==> config.mk <==
export PLATFORM = sky130hd
export DESIGN_NAME = dpack_top
export DESIGN_NICKNAME = d
export VERILOG_FILES = /design/src/verilog/dpack_pkg.sv /design/src/verilog/dpack_top.sv /design/src/verilog/dpack_port.sv
export SDC_FILE = /design/constraint.sdc
export NUM_CORES = 1
export LEC_CHECK = 0
export CORE_ASPECT_RATIO = 0.6
export CORE_MARGIN = 3
export CORE_UTILIZATION = 44
export DETAILED_ROUTE_END_ITERATION = 10
export DONT_BUFFER_PORTS = 1
export PLACE_DENSITY_LB_ADDON = 0.15
export SYNTH_ARGS = -nofsm -noshare
export SYNTH_HDL_FRONTEND = slang
export SYNTH_SLANG_ARGS = --single-unit
==> constraint.sdc <==
create_clock -name clk -period 2.4 [get_ports clk]
set_clock_uncertainty 0.1 [all_clocks]
set_input_delay 0.24 -clock clk [delete_from_list [all_inputs] [get_ports clk]]
set_output_delay 0.24 -clock clk [all_outputs]
set_load 0.01 [all_outputs]
==> src/verilog/dpack_pkg.sv <==
// Package of constants and carrier types for the dual-port acknowledge logic.
package dpack_pkg;

    // ------------------------------------------------------------------
    // Timing counts in controller clocks
    // ------------------------------------------------------------------
    localparam int unsigned CLK_MHZ          = 40;
    localparam logic [2:0]  ADV_LEN_FAST     = 3'h3;
    localparam logic [2:0]  ADV_LEN_SLOW     = 3'h2;
    localparam logic [3:0]  CYC_BASE         = 4'h5;
    localparam logic [3:0]  CYC_SLOW_RAM_ADD = 4'h1;
    localparam logic [3:0]  CYC_EXT_ADD      = 4'h2;
    localparam logic [3:0]  RAS_STEP         = 4'h1;
    localparam logic [3:0]  CAS_STEP         = 4'h2;
    localparam logic [3:0]  CAS_STEP_EXT     = 4'h3;
    localparam logic [3:0]  DATA_AFTER_ADV   = 4'h2;
    localparam int unsigned SYNC_STAGES      = 2;

    // ------------------------------------------------------------------
    // Refresh counter layout and test presets
    // ------------------------------------------------------------------
    localparam int unsigned RFC_W            = 16;
    localparam int unsigned RFC_HALF         = 8;
    localparam logic [15:0] RFC_RESET        = 16'h0000;
    localparam logic [15:0] RFC_NEAR_ROLL    = 16'hFFF0;

    // ------------------------------------------------------------------
    // Carrier types
    // ------------------------------------------------------------------
    typedef struct packed {
        logic fast_cycle_select;
        logic cycle_lengthen_bit;
        logic memory_speed_bit;
        logic ecc_on;
        logic test_split;
        logic test_preset;
    } dpack_cfg_type;

    typedef struct packed {
        logic sync_select;
        logic ack_is_transfer;
    } dpack_port_cfg_type;

    typedef struct packed {
        logic advance_done_strobe;
        logic transfer_done_strobe;
        logic early_advance_done;
        logic late_advance_done;
        logic data_valid;
    } dpack_ack_type;

    typedef enum logic [1:0] {
        DPACK_IDLE,
        DPACK_RUN,
        DPACK_HOLD
    } dpack_state_type;

endpackage : dpack_pkg

==> src/verilog/dpack_top.sv <==
// Top of the dual-port acknowledge, memory timing and refresh test logic.
module dpack_top
#(
    parameter int unsigned ADDR_W = 8
)
(
    // Clock and reset
    input  wire  logic                          clk,
    input  wire  logic                          rst,
    // Configuration
    input  wire  dpack_pkg::dpack_cfg_type      cfg,
    input  wire  dpack_pkg::dpack_port_cfg_type cfg_a,
    input  wire  dpack_pkg::dpack_port_cfg_type cfg_b,
    // Port A requester
    input  wire  logic                          req_a,
    input  wire  logic                          port_qualify_a_n,
    input  wire  logic                          cmd_active_a,
    // Port B requester
    input  wire  logic                          req_b,
    input  wire  logic                          port_qualify_b_n,
    input  wire  logic                          cmd_active_b,
    // Refresh
    input  wire  logic                          refresh_req,
    // Acknowledges
    output dpack_pkg::dpack_ack_type            ack_a,
    output dpack_pkg::dpack_ack_type            ack_b,
    // Memory side
    output logic                                ras_out,
    output logic                                cas_out,
    output logic                                port_select_out,
    output logic [ADDR_W-1:0]                   addr_out,
    output logic                                refresh_addr_on,
    output logic                                init_active
);

    // ------------------------------------------------------------------
    // Memory cycle timing
    // ------------------------------------------------------------------
    dpack_pkg::dpack_state_type state_r;
    dpack_pkg::dpack_state_type state_nxt;
    logic [3:0]                 cyc_cnt_r;
    logic                       owner_b_r;
    logic                       is_refresh_r;
    logic                       refresh_pend_r;
    logic [15:0]                rfc_r;
    logic                       init_r;
    logic                       init_seen_r;
    logic                       want_a;
    logic                       want_b;

    wire [3:0] cyc_len = dpack_pkg::CYC_BASE
                       + (cfg.memory_speed_bit ? dpack_pkg::CYC_SLOW_RAM_ADD : 4'h0)
                       + (cfg.cycle_lengthen_bit ? dpack_pkg::CYC_EXT_ADD : 4'h0);
    wire [3:0] cas_at  = cfg.cycle_lengthen_bit ? dpack_pkg::CAS_STEP_EXT
                                                : dpack_pkg::CAS_STEP;
    wire idle      = (state_r == dpack_pkg::DPACK_IDLE);
    wire rf_go     = idle & (refresh_pend_r | init_r);
    wire grant_a   = idle & ~rf_go & want_a;
    wire grant_b   = idle & ~rf_go & ~want_a & want_b;
    wire start     = rf_go | grant_a | grant_b;
    wire ras_edge  = (state_r == dpack_pkg::DPACK_RUN) & (cyc_cnt_r == dpack_pkg::RAS_STEP);
    wire cyc_end   = (state_r == dpack_pkg::DPACK_RUN) & (cyc_cnt_r == cyc_len);
    wire end_a     = cyc_end & ~is_refresh_r & ~owner_b_r;
    wire end_b     = cyc_end & ~is_refresh_r & owner_b_r;
    wire ras_a     = ras_edge & ~is_refresh_r & ~owner_b_r;
    wire ras_b     = ras_edge & ~is_refresh_r & owner_b_r;
    wire rf_update = cyc_end & is_refresh_r;
    wire init_done = init_r & rf_update & (rfc_r == 16'hFFFF);

    // Split mode: each half counts alone, so no carry crosses between them.
    wire [7:0]  rfc_lo_inc = rfc_r[7:0] + 8'h01;
    wire [7:0]  rfc_hi_inc = rfc_r[15:8] + 8'h01;
    wire [15:0] rfc_split  = {rfc_hi_inc, rfc_lo_inc};
    wire [15:0] rfc_inc    = rfc_r + 16'h0001;
    wire [15:0] rfc_next   = cfg.test_split ? rfc_split : rfc_inc;
    wire        row_phase  = (cyc_cnt_r < cas_at);
    wire [7:0]  rf_addr    = row_phase ? rfc_r[15:8] : rfc_r[7:0];

    always_comb
    begin
        state_nxt = state_r;
        case (state_r)
            dpack_pkg::DPACK_IDLE:
                if (start)
                    state_nxt = dpack_pkg::DPACK_RUN;
            dpack_pkg::DPACK_RUN:
                if (cyc_end)
                    state_nxt = dpack_pkg::DPACK_HOLD;
            dpack_pkg::DPACK_HOLD:
                state_nxt = dpack_pkg::DPACK_IDLE;
            default:
                state_nxt = dpack_pkg::DPACK_IDLE;
        endcase
    end

    always_ff @(posedge clk)
    begin
        if (rst)
        begin
            state_r      <= dpack_pkg::DPACK_IDLE;
            cyc_cnt_r    <= 4'h0;
            owner_b_r    <= 1'b0;
            is_refresh_r <= 1'b0;
        end
        else
        begin
            state_r <= state_nxt;
            if (start)
            begin
                cyc_cnt_r    <= 4'h0;
                owner_b_r    <= grant_b;
                is_refresh_r <= rf_go;
            end
            else if (state_r == dpack_pkg::DPACK_RUN)
                cyc_cnt_r <= cyc_cnt_r + 4'h1;
        end
    end

    // ------------------------------------------------------------------
    // Refresh counter, initialization and test modes
    // ------------------------------------------------------------------
    always_ff @(posedge clk)
    begin
        if (rst)
        begin
            refresh_pend_r <= 1'b0;
            rfc_r          <= dpack_pkg::RFC_RESET;
            init_r         <= 1'b0;
            init_seen_r    <= 1'b0;
        end
        else
        begin
            init_seen_r <= 1'b1;
            // A new request in the same cycle as the service start is kept.
            if (refresh_req)
                refresh_pend_r <= 1'b1;
            else if (rf_go)
                refresh_pend_r <= 1'b0;
            if (~init_seen_r)
            begin
                // Settings are caught on the first clock after reset release.
                init_r <= cfg.ecc_on & ~cfg.test_split;
                if (cfg.test_preset)
                    rfc_r <= dpack_pkg::RFC_NEAR_ROLL;
            end
            else
            begin
                if (rf_update)
                    rfc_r <= rfc_next;
                if (init_done | cfg.test_split)
                    init_r <= 1'b0;
            end
        end
    end

    // ------------------------------------------------------------------
    // Port instances
    // ------------------------------------------------------------------
    dpack_port u_port_a
    (
        .clk            (clk),
        .rst            (rst),
        .cfg            (cfg),
        .pcfg           (cfg_a),
        .req            (req_a),
        .port_qualify_n (port_qualify_a_n),
        .cmd_active     (cmd_active_a),
        .grant          (grant_a),
        .ras_edge       (ras_a),
        .cycle_end      (end_a),
        .want           (want_a),
        .ack            (ack_a)
    );

    dpack_port u_port_b
    (
        .clk            (clk),
        .rst            (rst),
        .cfg            (cfg),
        .pcfg           (cfg_b),
        .req            (req_b),
        .port_qualify_n (port_qualify_b_n),
        .cmd_active     (cmd_active_b),
        .grant          (grant_b),
        .ras_edge       (ras_b),
        .cycle_end      (end_b),
        .want           (want_b),
        .ack            (ack_b)
    );

    // ------------------------------------------------------------------
    // Memory side outputs
    // ------------------------------------------------------------------
    wire running = (state_r == dpack_pkg::DPACK_RUN);

    always_ff @(posedge clk)
    begin
        if (rst)
        begin
            ras_out         <= 1'b0;
            cas_out         <= 1'b0;
            port_select_out <= 1'b1;
            addr_out        <= '0;
            refresh_addr_on <= 1'b0;
            init_active     <= 1'b0;
        end
        else
        begin
            ras_out <= running & (cyc_cnt_r >= dpack_pkg::RAS_STEP);
            cas_out <= running & (cyc_cnt_r >= cas_at);
            if (grant_a | grant_b)
                port_select_out <= grant_a;
            addr_out        <= (running & is_refresh_r) ? ADDR_W'(rf_addr) : '0;
            refresh_addr_on <= running & is_refresh_r;
            init_active     <= init_r;
        end
    end

endmodule : dpack_top

==> src/verilog/dpack_port.sv <==
// One port's request qualification and acknowledge generation.
module dpack_port
(
    // Clock and reset
    input  wire  logic                         clk,
    input  wire  logic                         rst,
    // Configuration
    input  wire  dpack_pkg::dpack_cfg_type     cfg,
    input  wire  dpack_pkg::dpack_port_cfg_type pcfg,
    // Requester side
    input  wire  logic                         req,
    input  wire  logic                         port_qualify_n,
    input  wire  logic                         cmd_active,
    // Memory timing from the shared generator
    input  wire  logic                         grant,
    input  wire  logic                         ras_edge,
    input  wire  logic                         cycle_end,
    // Results
    output logic                               want,
    output dpack_pkg::dpack_ack_type           ack
);

    // ------------------------------------------------------------------
    // Request capture
    // ------------------------------------------------------------------
    logic [dpack_pkg::SYNC_STAGES-1:0] sync_r;
    logic                              req_prev_r;
    logic                              pending_r;
    logic                              served_r;
    logic [2:0]                        adv_cnt_r;
    logic [3:0]                        data_cnt_r;
    logic                              xfer_r;
    logic                              dv_r;
    logic                              adv_fast_pend_r;

    wire req_seen  = pcfg.sync_select ? req : sync_r[dpack_pkg::SYNC_STAGES-1];
    wire req_rise  = req_seen & ~req_prev_r;
    wire start_ok  = req_rise & ~port_qualify_n;
    wire is_xfer   = cfg.ecc_on & pcfg.ack_is_transfer;
    wire fast_path = ~cfg.ecc_on & cfg.fast_cycle_select & ~cfg.memory_speed_bit
                     & ~cfg.cycle_lengthen_bit;
    wire mine_ras  = served_r & ras_edge;
    wire adv_now   = mine_ras & ~is_xfer & ~fast_path;
    wire adv_late  = adv_fast_pend_r;
    wire adv_start = adv_now | adv_late;
    wire [2:0] adv_len = cfg.fast_cycle_select ? dpack_pkg::ADV_LEN_FAST
                                               : dpack_pkg::ADV_LEN_SLOW;

    assign want = pending_r;

    always_ff @(posedge clk)
    begin
        if (rst)
        begin
            sync_r          <= '0;
            req_prev_r      <= 1'b0;
            pending_r       <= 1'b0;
            served_r        <= 1'b0;
            adv_cnt_r       <= 3'h0;
            data_cnt_r      <= 4'h0;
            xfer_r          <= 1'b0;
            dv_r            <= 1'b0;
            adv_fast_pend_r <= 1'b0;
        end
        else
        begin
            sync_r     <= {sync_r[dpack_pkg::SYNC_STAGES-2:0], req};
            req_prev_r <= req_seen;
            // An aborted request never becomes pending, so no strobe follows.
            if (start_ok)
                pending_r <= 1'b1;
            else if (grant)
                pending_r <= 1'b0;
            if (grant)
                served_r <= 1'b1;
            else if (cycle_end)
                served_r <= 1'b0;
            adv_fast_pend_r <= mine_ras & ~is_xfer & fast_path;
            // The start edge itself is the first strobe clock, so the count holds the rest.
            if (adv_start)
                adv_cnt_r <= adv_len - 3'h1;
            else if (adv_cnt_r != 3'h0)
                adv_cnt_r <= adv_cnt_r - 3'h1;
            if (adv_start)
                data_cnt_r <= dpack_pkg::DATA_AFTER_ADV - 4'h1;
            else if (data_cnt_r != 4'h0)
                data_cnt_r <= data_cnt_r - 4'h1;
            if (served_r & cycle_end & (~cfg.ecc_on | is_xfer))
                xfer_r <= 1'b1;
            else if (~cmd_active)
                xfer_r <= 1'b0;
            // Early strobe holds data until the command drops; late drops at cycle end.
            if (data_cnt_r == 4'h1)
                dv_r <= 1'b1;
            else if (pcfg.sync_select ? ~cmd_active : cycle_end)
                dv_r <= 1'b0;
        end
    end

    // ------------------------------------------------------------------
    // Acknowledge outputs
    // ------------------------------------------------------------------
    // The strobe flop rises on the start edge: the row strobe edge, or one clock later on the fast path.
    wire adv_on = (adv_cnt_r != 3'h0) | adv_start;

    always_ff @(posedge clk)
    begin
        if (rst)
            ack <= '0;
        else
        begin
            ack.advance_done_strobe  <= adv_on;
            ack.early_advance_done   <= adv_on & pcfg.sync_select;
            ack.late_advance_done    <= adv_on & ~pcfg.sync_select;
            ack.transfer_done_strobe <= xfer_r & cmd_active;
            ack.data_valid           <= dv_r;
        end
    end

endmodule : dpack_port

Word level (Yosys, flattened, before mapping)
Cells that the tools add are included.
{ "classes": {"add_sub_neg": 11, "n_mux": 45, "reduce_logical": 23, "bitwise_logic": 78, "n_eq_ne": 12, "order_cmp": 3} }
{ "ops": {"columns": ["cell", "count"], "rows": [
  ["$mux 16", 4],
  ["$and 1x1->1", 47],
  ["$mux 1", 32],
  ["$reduce_bool 2->1", 12],
  ["$not 1->1", 20],
  ["$add 16x1->16 const B", 1],
  ["$add 8x1->8 const B", 2],
  ["$eq 16x16->1 const B", 1],
  ["$eq 4x1->1 const B", 3],
  ["$mux 3", 4],
  ["$or 1x1->1", 11],
  ["$ne 2x1->1 const B", 5],
  ["$sub 3x1->3 const B", 3],
  ["$mux 8", 1],
  ["$reduce_bool 4->1", 2],
  ["$reduce_or 2->1", 4],
  ["$sub 4x1->4 const B", 2],
  ["$mux 2", 3],
  ["$reduce_bool 3->1", 2],
  ["$add 3x1->4 const A", 1],
  ["$add 4x1->4 const B", 1],
  ["$add 4x2->4", 1],
  ["$eq 4x4->1", 1],
  ["$ge 4x1->1 const B", 1],
  ["other kinds (7)", 8]
]} }
{ "word_totals": {"wordCells": 216, "regBits": 80, "output_inout_bits": 23, "input_bits": 19} }

Logic depth before layout (Yosys ltp)
Gate-level depths: netlist (run 1).
{ "depth": {"word_depth": 11, "mapped_depth": 7, "depth_no_buf": 7} }

Modules after synthesis
A second synthesis (run 1) with hierarchy kept.
{ "hier_totals": {"hier_cells": 397, "area_unflattened_um2": 3580.9} }
{ "modules_own_cells": {"columns": ["module", "seq_area_each_um2", "instances", "cells_each", "area_per_inst_um2"], "rows": [
  ["dpack_top", 800.8, 1, 231, 1981.9],
  ["dpack_port", 400.4, 2, 83, 799.5]
]} }

Worst setup path before layout (run 1)
OpenSTA, ideal clock, no wires.
{ "synth_path": {"path_kind": "input -> register", "from": "input port cfg[3] (netlist name)", "to": "register u_port_a.dv_r", "path_slack_ns": 0.345, "n_path_buf": 0, "setup_time_ns": 0.117, "cell_stages": 6, "arrival_time_ns": 1.838, "required_time_ns": 2.183, "path_cell_list": "ha_1 > xnor2_1 > o211ai_1 > or4_1 > mux2_2 > a32o_1"} }
{ "synth_via": {"elab_chain_cells": 9} }
{ "synth_lines": {"columns": ["element", "line", "source"], "rows": [
  ["from (decl)", "dpack_top.sv:11", "input wire dpack_pkg::dpack_cfg_type cfg,"],
  ["$mux 1", "dpack_top.sv:52", "+ (cfg.memory_speed_bit ? dpack_pkg::CYC_SLOW_RAM_ADD : 4'h0)"],
  ["$add 3x1->4", "dpack_top.sv:52", null],
  ["$add 4x2->4", "dpack_top.sv:53", "+ (cfg.cycle_lengthen_bit ? dpack_pkg::CYC_EXT_ADD : 4'h0);"],
  ["$eq 4x4->1", "dpack_top.sv:62", "wire cyc_end = (state_r == dpack_pkg::DPACK_RUN) & (cyc_cnt_r == cyc_len);"],
  ["$and 1x1->1", "dpack_top.sv:62", null],
  ["$and 1x1->1 (2 in a row)", "dpack_top.sv:63", "wire end_a = cyc_end & ~is_refresh_r & ~owner_b_r;"],
  ["$mux 1", "dpack_port.sv:95", "else if (pcfg.sync_select ? ~cmd_active : cycle_end)"],
  ["$reduce_bool 2->1 (no line)", null, null],
  ["to (signal assigned)", "dpack_port.sv:62", "dv_r <= 1'b0;"],
  ["to (signal assigned)", "dpack_port.sv:94", "dv_r <= 1'b1;"],
  ["to (signal assigned)", "dpack_port.sv:96", "dv_r <= 1'b0;"],
  ["to (decl)", "dpack_port.sv:33", "logic dv_r;"]
]} }
Every way passes these cells.
A chain may end at the register's enable or synchronous reset.

Final worst setup path (run 1)
{ "layout_path": {"from": "register cyc_cnt_r[2]", "to": "register u_port_a.dv_r"} }
{ "layout_via": {"elab_chain_cells": 6} }
{ "layout_lines": {"columns": ["element", "line", "source"], "rows": [
  ["from (decl)", "dpack_top.sv:41", "logic [3:0] cyc_cnt_r;"],
  ["from (signal assigned)", "dpack_top.sv:115", "cyc_cnt_r <= cyc_cnt_r + 4'h1;"],
  ["$eq 4x4->1", "dpack_top.sv:62", null],
  ["$and 1x1->1", "dpack_top.sv:62", null],
  ["$and 1x1->1 (2 in a row)", "dpack_top.sv:63", null],
  ["$mux 1", "dpack_port.sv:95", null],
  ["$reduce_bool 2->1 (no line)", null, null]
]} }
Every way passes these cells.

==> results of run 1 <==
==> flip-flops by register name, indices dropped and copies added, names as in the netlist, 2 cells and up <==
register and cells:
state_r 2, u_port_b.adv_cnt_r 3, u_port_b.sync_r 2, u_port_b.ack 5, u_port_a.ack 5, u_port_a.sync_r 2
cyc_cnt_r 4, u_port_a.adv_cnt_r 3, rfc_r 16, u_port_a.data_cnt_r 4, u_port_b.data_cnt_r 4, addr_out 8
==> Yosys cell counts (4+ instances only) <==
cell type / instances / area [um^2]
a211oi_1: 7 / 52.55
a21oi_1: 31 / 155.2
clkbuf_1: 9 / 33.78
dfxtp_1: 80 / 1602
ha_1: 17 / 212.7
inv_1: 18 / 67.56
mux2i_1: 14 / 140.1
nand2_1: 21 / 78.83
nand3_1: 11 / 55.05
nand4_1: 5 / 31.28
nor2_1: 42 / 157.7
nor2b_1: 14 / 87.58
nor3_1: 14 / 70.07
nor4_1: 5 / 31.28
o21ai_0: 8 / 40.04
or3_1: 4 / 25.02
xnor2_1: 15 / 131.4
xor2_1: 6 / 52.55
==> final cells by class <==
cell class / count / area (um^2) / area share
clock inverters: 3 / 17.52 / 0.004423
well taps: 104 / 130.1 / 0.03286
repair buffers: 16 / 160.2 / 0.04044
clock buffers: 12 / 256.5 / 0.06477
multi-input cells: 257 / 1727 / 0.4360
inverters: 18 / 67.56 / 0.01706
flip-flops and latches: 80 / 1602 / 0.4044
==> worst reg2reg max path, stage by stage, from the launching register on <==
cell      delay (ns)
dfxtp_1         0.39
nor3b_2         0.31
o211ai_1        0.15
or4_1           0.50
mux2_2          0.30
a32o_1          0.22
==> metrics by stage <==
step           worst slack, ns  hold slack (ns)    util  instance area [um^2]
2_1_floorplan           0.3446           0.2116       -                  3442
3_3_place_gp            0.3715           0.2135  0.4794                  3556
3_5_place_dp            0.2881           0.2144  0.4794                  3556
4_1_cts                 0.3260         0.007228  0.5339                  3960
5_1_grt                 0.2538         0.009539  0.5339                  3960
6_report                0.3118        -0.001346  0.5339                  3960
==> metal layers <==
layer | track usage | routed length (um) | up-vias
met5 | 0 | 0 | -
met4 | 0.04569 | 19 | 0
met3 | 0.06307 | 577 | 2
met2 | 0.2332 | 2875 | 77
met1 | 0.2770 | 4050 | 1201
li1 | - | - | 1314
==> layout by cell type (no fill, tap or decap), types with 4 or more instances in the layout <==
cell and n:
nor2_1 42, nor3_1 14, a211oi_1 7, or3_1 4, nand3_1 11, ha_1 17, xor2_1 6, dlygate4sd3_1 11
nor4_1 5, mux2i_1 14, inv_1 18, nand2_1 21, dfxtp_1 80, o21ai_0 8, nor2b_1 14, a21oi_1 31
clkbuf_16 9, buf_4 4, nand4_1 5, xnor2_1 15
==> logic make-up (layout without fill, tap and decap cells) <==
kind of cell / Yosys count / after routing
compound gates: 67 / 67
xor+xnor: 22 / 22
flops: 80 / 80
mux: 16 / 16
simple gates: 135 / 135
buf+inv: 30 / 49
fa+ha+maj: 17 / 17
==> report_power, final <==
part / switching, W / internal (W) / total, W
clock network: 0.000501 / 0.000747 / 0.00125
registers: 0.000143 / 0.00151 / 0.00166
logic: 0.000429 / 0.000362 / 0.000791
==> worst paths after layout <==
| kind | cells past startpoint | start | endpoint |
|---|---|---|---|
| setup / recovery | 5 | cyc_cnt_r[2]$_SDFFE_PP0N_ | u_port_a.dv_r$_SDFFE_PP0P_ |
| hold / removal | 2 | req_b | u_port_b.req_prev_r$_SDFF_PP0_ |
| setup reg to reg | 5 | cyc_cnt_r[2]$_SDFFE_PP0N_ | u_port_a.dv_r$_SDFFE_PP0P_ |
| hold reg to reg | 1 | u_port_a.sync_r[0]$_SDFF_PP0_ | u_port_a.sync_r[1]$_SDFF_PP0_ |
==> flow_summary.toml, run 1 <==
[yosys]
postSynth.asyncResetShare = 0
synth.lib_cells_used.distinct = 50
cell_area_synth_um2 = 3442
synth.ff_latch_count = 80
ys_warn_count = 0
synth.yosys.seq_area_share = 0.4653
count_of_flip_flops_with_a_built_in_enable_after_synthesis = 0
synth-simple-area-share = 0.2014
area_share_of_fa_ha_maj_cells_after_synthesis = 0.06180
synth_compound_gate_area_share = 0.1330
synth.net_count = 403
synth_top_family_by_area = "simple AND/OR/NAND/NOR gates"
synth-xor-area-share = 0.05816
ys_dominant_reg_cell = "dfxtp_1"
synth_mux_area_frac = 0.04726
mapped_cells = 367
syn-mean-instance-area_um2 = 9.379

[detailed_routing]
final_antenna_net_count = 0
via_count = 2594
viasPerCell = 5.294
wl_final_um = 7522
routed_wire_length_per_instance_um = 15.35
drt-initial-drc-count = 120
drc_viols = 0
drtPass1Iterations = 4

[power]
p_leak_nw = 1.471
peak_supply_drop_mv = 0.4533
design_power_total_w = 0.003696
power.density_cell_area_nw_per_um2 = 933.4

[floorplanning]
die_area_um2 = 8955
floorplan.core_area_um2 = 7417
die_y_um = 74.51
initial_core_util = 0.4641
io-pin-count = 42
die_width_um = 120.2
fp_rows = 24

[clocking]
setup_fix_buffers_added_after_clock_tree_synthesis = 0
later_pin_clock_latency_in_the_skew_report_ns = 0.33
cts_tree = "done"
clkSinkCount = 80
hold_buffers = 12
largest_buffer_count_on_any_clock_path = 2
clkTransAtPathRegs_ns = 0.06
postCtsResizedCells = 0
cts_bufs_inserted = 9
cts_root_buf = "clkbuf_16"
cts_htree_levels = 3

[global_routing]
grt_pass1_vias = 2425
grt-ovfl-total = 0
global_route.usage.total = 0.1798
grt_antenna_before_repair = 0
grt_pass1_wl_um = 12500
grt_start_max_net_pins = 51

[outcome]
status = "complete, but fails checks"
failed_checks = "hold timing"

[final_layout]
post_layout_nonfiller_instances = 490
layout-area-overhead-vs-synth_pct = 15.05
final_net_count = 418
antenna-diode-count = 0
proportion_of_layout_cells_with_a_drive_suffix_above_1 = 0.08031
n_fill_cell = 688

[sta]
top_achievable_clock_speed_mhz = 478.9
final.hold.worst_slack_ns = -0.001346
max_slew.worst_pin.slew_ns = 0.6497
max_slew_headroom_at_the_worst_pin = 0.5623
min_period_over_period = 0.8701
final-setup-viol-count = 0
final.setup.tns_ns = 0
final_hold_viol_count = 1
final_max_tran_viols = 0
timing.final.crit_period_ns = 2.088
unrepaired_setup_endpoints_after_global_routing = "false"

[worst_setup_path]
critical_path.top_delay_family = "simple AND/OR/NAND/NOR gates"
critical_path_class = "register to register"
worst_setup_path_start_kind = "register"
path_cells = "nor3b_2 -> o211ai_1 -> or4_1 -> mux2_2 -> a32o_1"
critPathMaxFanout = 5
master_of_the_slowest_instance_on_the_critical_path = "or4_1"
longest_individual_stage_delay_on_the_worst_path_ns = 0.50
r2r_setup_slack_ns = 0.31
crit_path_end_kind = "register"
timing.critical_path.buf_inv = 0
worstPathArrival_ns = 2.21
cp.required_ns = 2.52

[placed_design]
port_buffers = 0
placedCellCount = 463
finalWeightedCongestion = 0.8069
detailedPlacementHpwl_um = 5288

[run]
cap_viol_max_count = 0

[worst_hold_path]
worstHoldPathType = "input port to register"
Power figures use the tool's default switching activity.
==> run 2, diff against run 1 <==
- CORE_UTILIZATION: 44 -> 35
==> flow_summary.toml, run 2 (same netlist as run 1, synthesis figures left out) <==
[worst_setup_path]
timing.critical_path.buf_inv = 0
cp.required_ns = 2.52
timing.rr.start = "cyc_cnt_r[1]$_SDFFE_PP0N_"
critical_path_class = "register to register"
critPathMaxFanout = 6
critical_path.top_delay_family = "simple AND/OR/NAND/NOR gates"
master_of_the_slowest_instance_on_the_critical_path = "or4_1"
r2r_setup_slack_ns = 0.19
longest_individual_stage_delay_on_the_worst_path_ns = 0.50
rr_endpoint = "u_port_a.dv_r$_SDFFE_PP0P_"
worst_setup_path_start_kind = "register"
path_cells = "xnor2_1 -> o211ai_1 -> or4_1 -> mux2_2 -> a32o_1"
reg2regPathDepth = 5
crit_path_end_kind = "register"
worstPathArrival_ns = 2.34

[clocking]
setup_fix_buffers_added_after_clock_tree_synthesis = 0
largest_buffer_count_on_any_clock_path = 2
cts_root_buf = "clkbuf_16"
cts_tree = "done"
clkTransAtPathRegs_ns = 0.06
cts_htree_levels = 3
later_pin_clock_latency_in_the_skew_report_ns = 0.33
cts_bufs_inserted = 9
clkSinkCount = 80
hold_buffers = 12
postCtsResizedCells = 0

[detailed_routing]
drt-initial-drc-count = 202
drc_viols = 0
routed_wire_length_per_instance_um = 15.76
via_count = 2615
final_antenna_net_count = 0
drtPass1Iterations = 4
wl_final_um = 8196
viasPerCell = 5.029

[worst_hold_path]
worstHoldPathType = "input port to register"
whs_path_depth = 2
min_from = "cfg[5]"
worstHoldEndpoint = "u_port_a.adv_cnt_r[0]$_SDFFE_PP0P_"

[final_layout]
ff_latch_area_um2 = 1602
layout_top_registers = "rfc_r x16, addr_out x8"
layout_common_cells = "dfxtp_1, nor2_1, a21oi_1"
register_name_with_the_most_flops = "rfc_r"
layout-area-overhead-vs-synth_pct = 18.10
proportion_of_layout_cells_with_a_drive_suffix_above_1 = 0.08997
n_fill_cell = 912
final_net_count = 420
final_common_cell = "dfxtp_1"
flip_flop_count_of_the_largest_register_all_copies_and_words_added = 16
multi_input_comb_area_um2 = 1727

[placed_design]
finalWeightedCongestion = 0.7867
detailedPlacementHpwl_um = 5795
port_buffers = 0

[floorplanning]
io-pin-count = 42
floorplan.core_area_um2 = 9358
die_width_um = 134.0
die_area_um2 = 11100
die_y_um = 82.82
initial_core_util = 0.3678
fp_rows = 27

[global_routing]
grt_use_met2 = 0.1924
global_route.usage.met3 = 0.05266
global_route.usage.total = 0.1559
busiest_layer = "met1"
grt-ovfl-total = 0
grt_pass1_wl_um = 13590
met1_use_gr = 0.2464
grt_start_max_net_pins = 51
grt_pass1_vias = 2440
grt_antenna_before_repair = 1

[sta]
unrepaired_setup_endpoints_after_global_routing = "false"
final.setup.tns_ns = 0
top_achievable_clock_speed_mhz = 452.1
max_slew_headroom_at_the_worst_pin = 0.5206
final.hold.worst_slack_ns = 0.01346
timing.final.crit_period_ns = 2.212
final-setup-viol-count = 0
max_slew.worst_pin.slew_ns = 0.7115
final_max_tran_viols = 0
final_hold_viol_count = 0
min_period_over_period = 0.9217

[run]
cap_viol_max_count = 0

[power]
power.density_cell_area_nw_per_um2 = 972.1
peak_supply_drop_mv = 0.4885
p_leak_nw = 1.508

[outcome]
status = "finished clean"
[run 2: cell count changes in the layout (fill, tap and decap cells not counted), sizes merged]
cell / delta
buf: +2
clkbuf: -2
diode: +1
inv: +1
bufinv: +2
[run 2: worst max-delay path by stage]
stage / startpoint / endpoint / slack [ns] / depth (start not counted)
after global placement: cfg[3] / u_port_a.dv_r$_SDFFE_PP0P_ / 0.16 / 6
after CTS: cyc_cnt_r[1]$_SDFFE_PP0N_ / u_port_a.dv_r$_SDFFE_PP0P_ / 0.22 / 5
after floorplan: cfg[3] / u_port_a.dv_r$_SDFFE_PP0P_ / 0.34 / 6
final: cyc_cnt_r[1]$_SDFFE_PP0N_ / u_port_a.dv_r$_SDFFE_PP0P_ / 0.19 / 5
after detailed placement: cfg[3] / u_port_a.dv_r$_SDFFE_PP0P_ / 0.1 / 6
after global routing: cyc_cnt_r[1]$_SDFFE_PP0N_ / rfc_r[12]$_SDFFE_PP0P_ / 0.01 / 5
[run 2: layout make-up]
| cell class | count | share of cell area |
|---|---|---|
| repair buffers | 18 | 0.04309 |
| diodes | 1 | 0.0006156 |
| clock inverters | 6 | 0.02216 |
| inverters | 18 | 0.01662 |
| multi-input cells | 257 | 0.4247 |
| well taps | 130 | 0.04001 |
| flip-flops and latches | 80 | 0.3940 |
| clock buffers | 10 | 0.05879 |
[run 2: metal layers]
metal / wire length, um / share of wire
met5: 0 / 0
met4: 94 / 0.011
met3: 474 / 0.058
met2: 3039 / 0.37
met1: 4588 / 0.56
[run 2: metrics by stage]
stage / power [W] / std cells / area (um^2) / util / setup slack [ns]
final: 0.003952 / 520 / 4065 / 0.4344 / 0.1880
after global routing: 0.004192 / 520 / 4065 / 0.4344 / 0.01478
after CTS: 0.003991 / 519 / 4063 / 0.4341 / 0.2244
after detailed placement: 0.002437 / 491 / 3603 / 0.3851 / 0.09851
after global placement: 0.002413 / 491 / 3603 / 0.3851 / 0.1560
after floorplan: 0.002279 / 367 / 3442 / - / 0.3446
[run 2: power breakdown]
group	internal (W)	leakage, nW	switching, W
combinational	0.000359	0.694	0.000435
sequential	0.00151	0.656	0.000139
clock	0.000943	0.159	0.000562
==> run 3, diff against run 2 <==
- clock period: 2.4 -> 1.8 ns (I/O delays scaled with it)
==> flow_summary.toml, run 3 (same netlist as run 1, synthesis figures left out) <==
[outcome]
status = "complete, but fails checks"
failed_checks = "setup timing"

[floorplanning]
die_area_um2 = 11100
die_width_um = 134.0
die_y_um = 82.82
initial_core_util = 0.3678
fp_rows = 27
io-pin-count = 42
floorplan.core_area_um2 = 9358

[sta]
final-setup-viol-count = 1
final_hold_viol_count = 0
final_max_tran_viols = 0
max_slew_headroom_at_the_worst_pin = 0.7010
timing.final.ws_setup_ns = -0.04879
max_slew.worst_pin.slew_ns = 0.4480
timing.final.crit_period_ns = 1.849
top_achievable_clock_speed_mhz = 540.9
final.hold.worst_slack_ns = 0.01285
min_period_over_period = 1.027
unrepaired_setup_endpoints_after_global_routing = "true"

[clocking]
cts_htree_levels = 3
cts_tree = "done"
clkTransAtPathRegs_ns = 0.06
cts_bufs_inserted = 9
largest_buffer_count_on_any_clock_path = 2
later_pin_clock_latency_in_the_skew_report_ns = 0.33
cts_root_buf = "clkbuf_16"
clkSinkCount = 80

[global_routing]
met1_use_gr = 0.2541
grt_use_met2 = 0.1896
grt_start_max_net_pins = 51
grt-ovfl-total = 0
global_route.usage.total = 0.1574
global_route.usage.met3 = 0.05508
grt_pass1_vias = 2591
busiest_layer = "met1"
grt_antenna_before_repair = 0
grt_pass1_wl_um = 13700

[detailed_routing]
viasPerCell = 4.907
drc_viols = 0
via_count = 2743
final_antenna_net_count = 0
drtPass1Iterations = 4
wl_final_um = 8557
drt-initial-drc-count = 169
routed_wire_length_per_instance_um = 15.31

[worst_setup_path]
r2r_setup_slack_ns = -0.05
worst_setup_path_start_kind = "register"
critical_path.top_delay_family = "simple AND/OR/NAND/NOR gates"
longest_individual_stage_delay_on_the_worst_path_ns = 0.45
critical_path_class = "register to register"
crit_path_end_kind = "register"
timing.critical_path.buf_inv = 0
critPathMaxFanout = 3
path_cells = "and3b_2 -> o211ai_1 -> or4_4 -> mux2_2 -> a32o_1"
master_of_the_slowest_instance_on_the_critical_path = "or4_4"
cp.required_ns = 1.93
worstPathArrival_ns = 1.98

[final_layout]
flip_flop_count_of_the_largest_register_all_copies_and_words_added = 16
layout-area-overhead-vs-synth_pct = 30.90
final_net_count = 460
antenna-diode-count = 0
register_name_with_the_most_flops = "rfc_r"
layout_top_registers = "rfc_r x16, addr_out x8"
proportion_of_layout_cells_with_a_drive_suffix_above_1 = 0.2331
final_common_cell = "dfxtp_1"
layout_common_cells = "dfxtp_1, nor2_1, buf_4"

[power]
clockPowerShare = 0.362
share_seq_of_total_power = 0.413
power.internal_w = 0.003799
p_leak_nw = 1.715
net-switching-power_w = 0.001517
switching_share = 0.2853
peak_supply_drop_mv = 0.5091
combPwrFrac = 0.225
design_power_total_w = 0.005315
power.density_cell_area_nw_per_um2 = 1180

[worst_hold_path]
worstHoldPathType = "input port to register"

[run]
cap_viol_max_count = 0

[placed_design]
port_buffers = 0
detailedPlacementHpwl_um = 6094
finalWeightedCongestion = 0.7992
place_ws_ns = -0.2016
run 3: cell types whose count changed in the layout (fill, tap and decap cells not counted), sizes merged:
cell | before | now
buf | 7 | 45
dlygate4sd3 | 11 | 13
inv | 19 | 18
clkbuf | 10 | 11
diode | 1 | 0
run 3: power by group through the flow:
stage / logic, W / clock network [W] / registers, W
after global placement: 0.00103 / 0 / 0.00223
final: 0.00120 / 0.00193 / 0.00219
after detailed placement: 0.00106 / 0 / 0.00223
after floorplan: 0.000842 / 0 / 0.00220
after global routing: 0.00137 / 0.00205 / 0.00223
after CTS: 0.00112 / 0.00198 / 0.00220
run 3: per-layer routing:
layer  up-vias  part of all wire
met1      1278              0.56
met5         -                 0
met3         7             0.062
met2        58              0.37
li1       1400                 -
met4         0             0.010
run 3: worst register-to-register path, cell delays in order, from the launching register on:
cell and delay, ns:
dfxtp_2 0.32, and3b_2 0.24, o211ai_1 0.15, or4_4 0.45, mux2_2 0.28, a32o_1 0.20
run 3: area by class of cell:
| type | instances | area [um^2] |
|---|---|---|
| fill | 906 | 4852 |
| clock inverter | 5 | 81.33 |
| clock buffer | 11 | 232.7 |
| multi-input combinational | 257 | 1849 |
| inverter | 18 | 67.56 |
| timing repair buffer | 58 | 500.5 |
| sequential | 80 | 1612 |
| tap | 130 | 162.7 |
run 3: worst paths after layout:
check / start / endpoint / cells past startpoint
hold reg to reg: u_port_b.sync_r[0]$_SDFF_PP0_ / u_port_b.sync_r[1]$_SDFF_PP0_ / 1
hold / removal: cfg_b[1] / u_port_b.dv_r$_SDFFE_PP0P_ / 2
setup / recovery: cyc_cnt_r[2]$_SDFFE_PP0N_ / u_port_a.dv_r$_SDFFE_PP0P_ / 5
setup reg to reg: cyc_cnt_r[2]$_SDFFE_PP0N_ / u_port_a.dv_r$_SDFFE_PP0P_ / 5
run 3: stage by stage:
| stage | instances | utilization | instance area [um^2] | setup TNS, ns |
|---|---|---|---|---|
| 2_1_floorplan | 367 | - | 3450 | -0.1235 |
| 3_3_place_gp | 526 | 0.4140 | 3874 | -0.7796 |
| 3_5_place_dp | 526 | 0.4140 | 3874 | -1.057 |
| 4_1_cts | 556 | 0.4657 | 4358 | -0.04639 |
| 5_1_grt | 559 | 0.4815 | 4506 | -0.4622 |
| 6_report | 559 | 0.4815 | 4506 | -0.04879 |
run 3: timing repair:
item	in CTS	in global routing
pin swaps	6	11
setup buffers	0	3
hold buffers	14	0
endpoints found under the hold margin	56	0
resized for setup	9	26
endpoints found under the setup margin	12	21
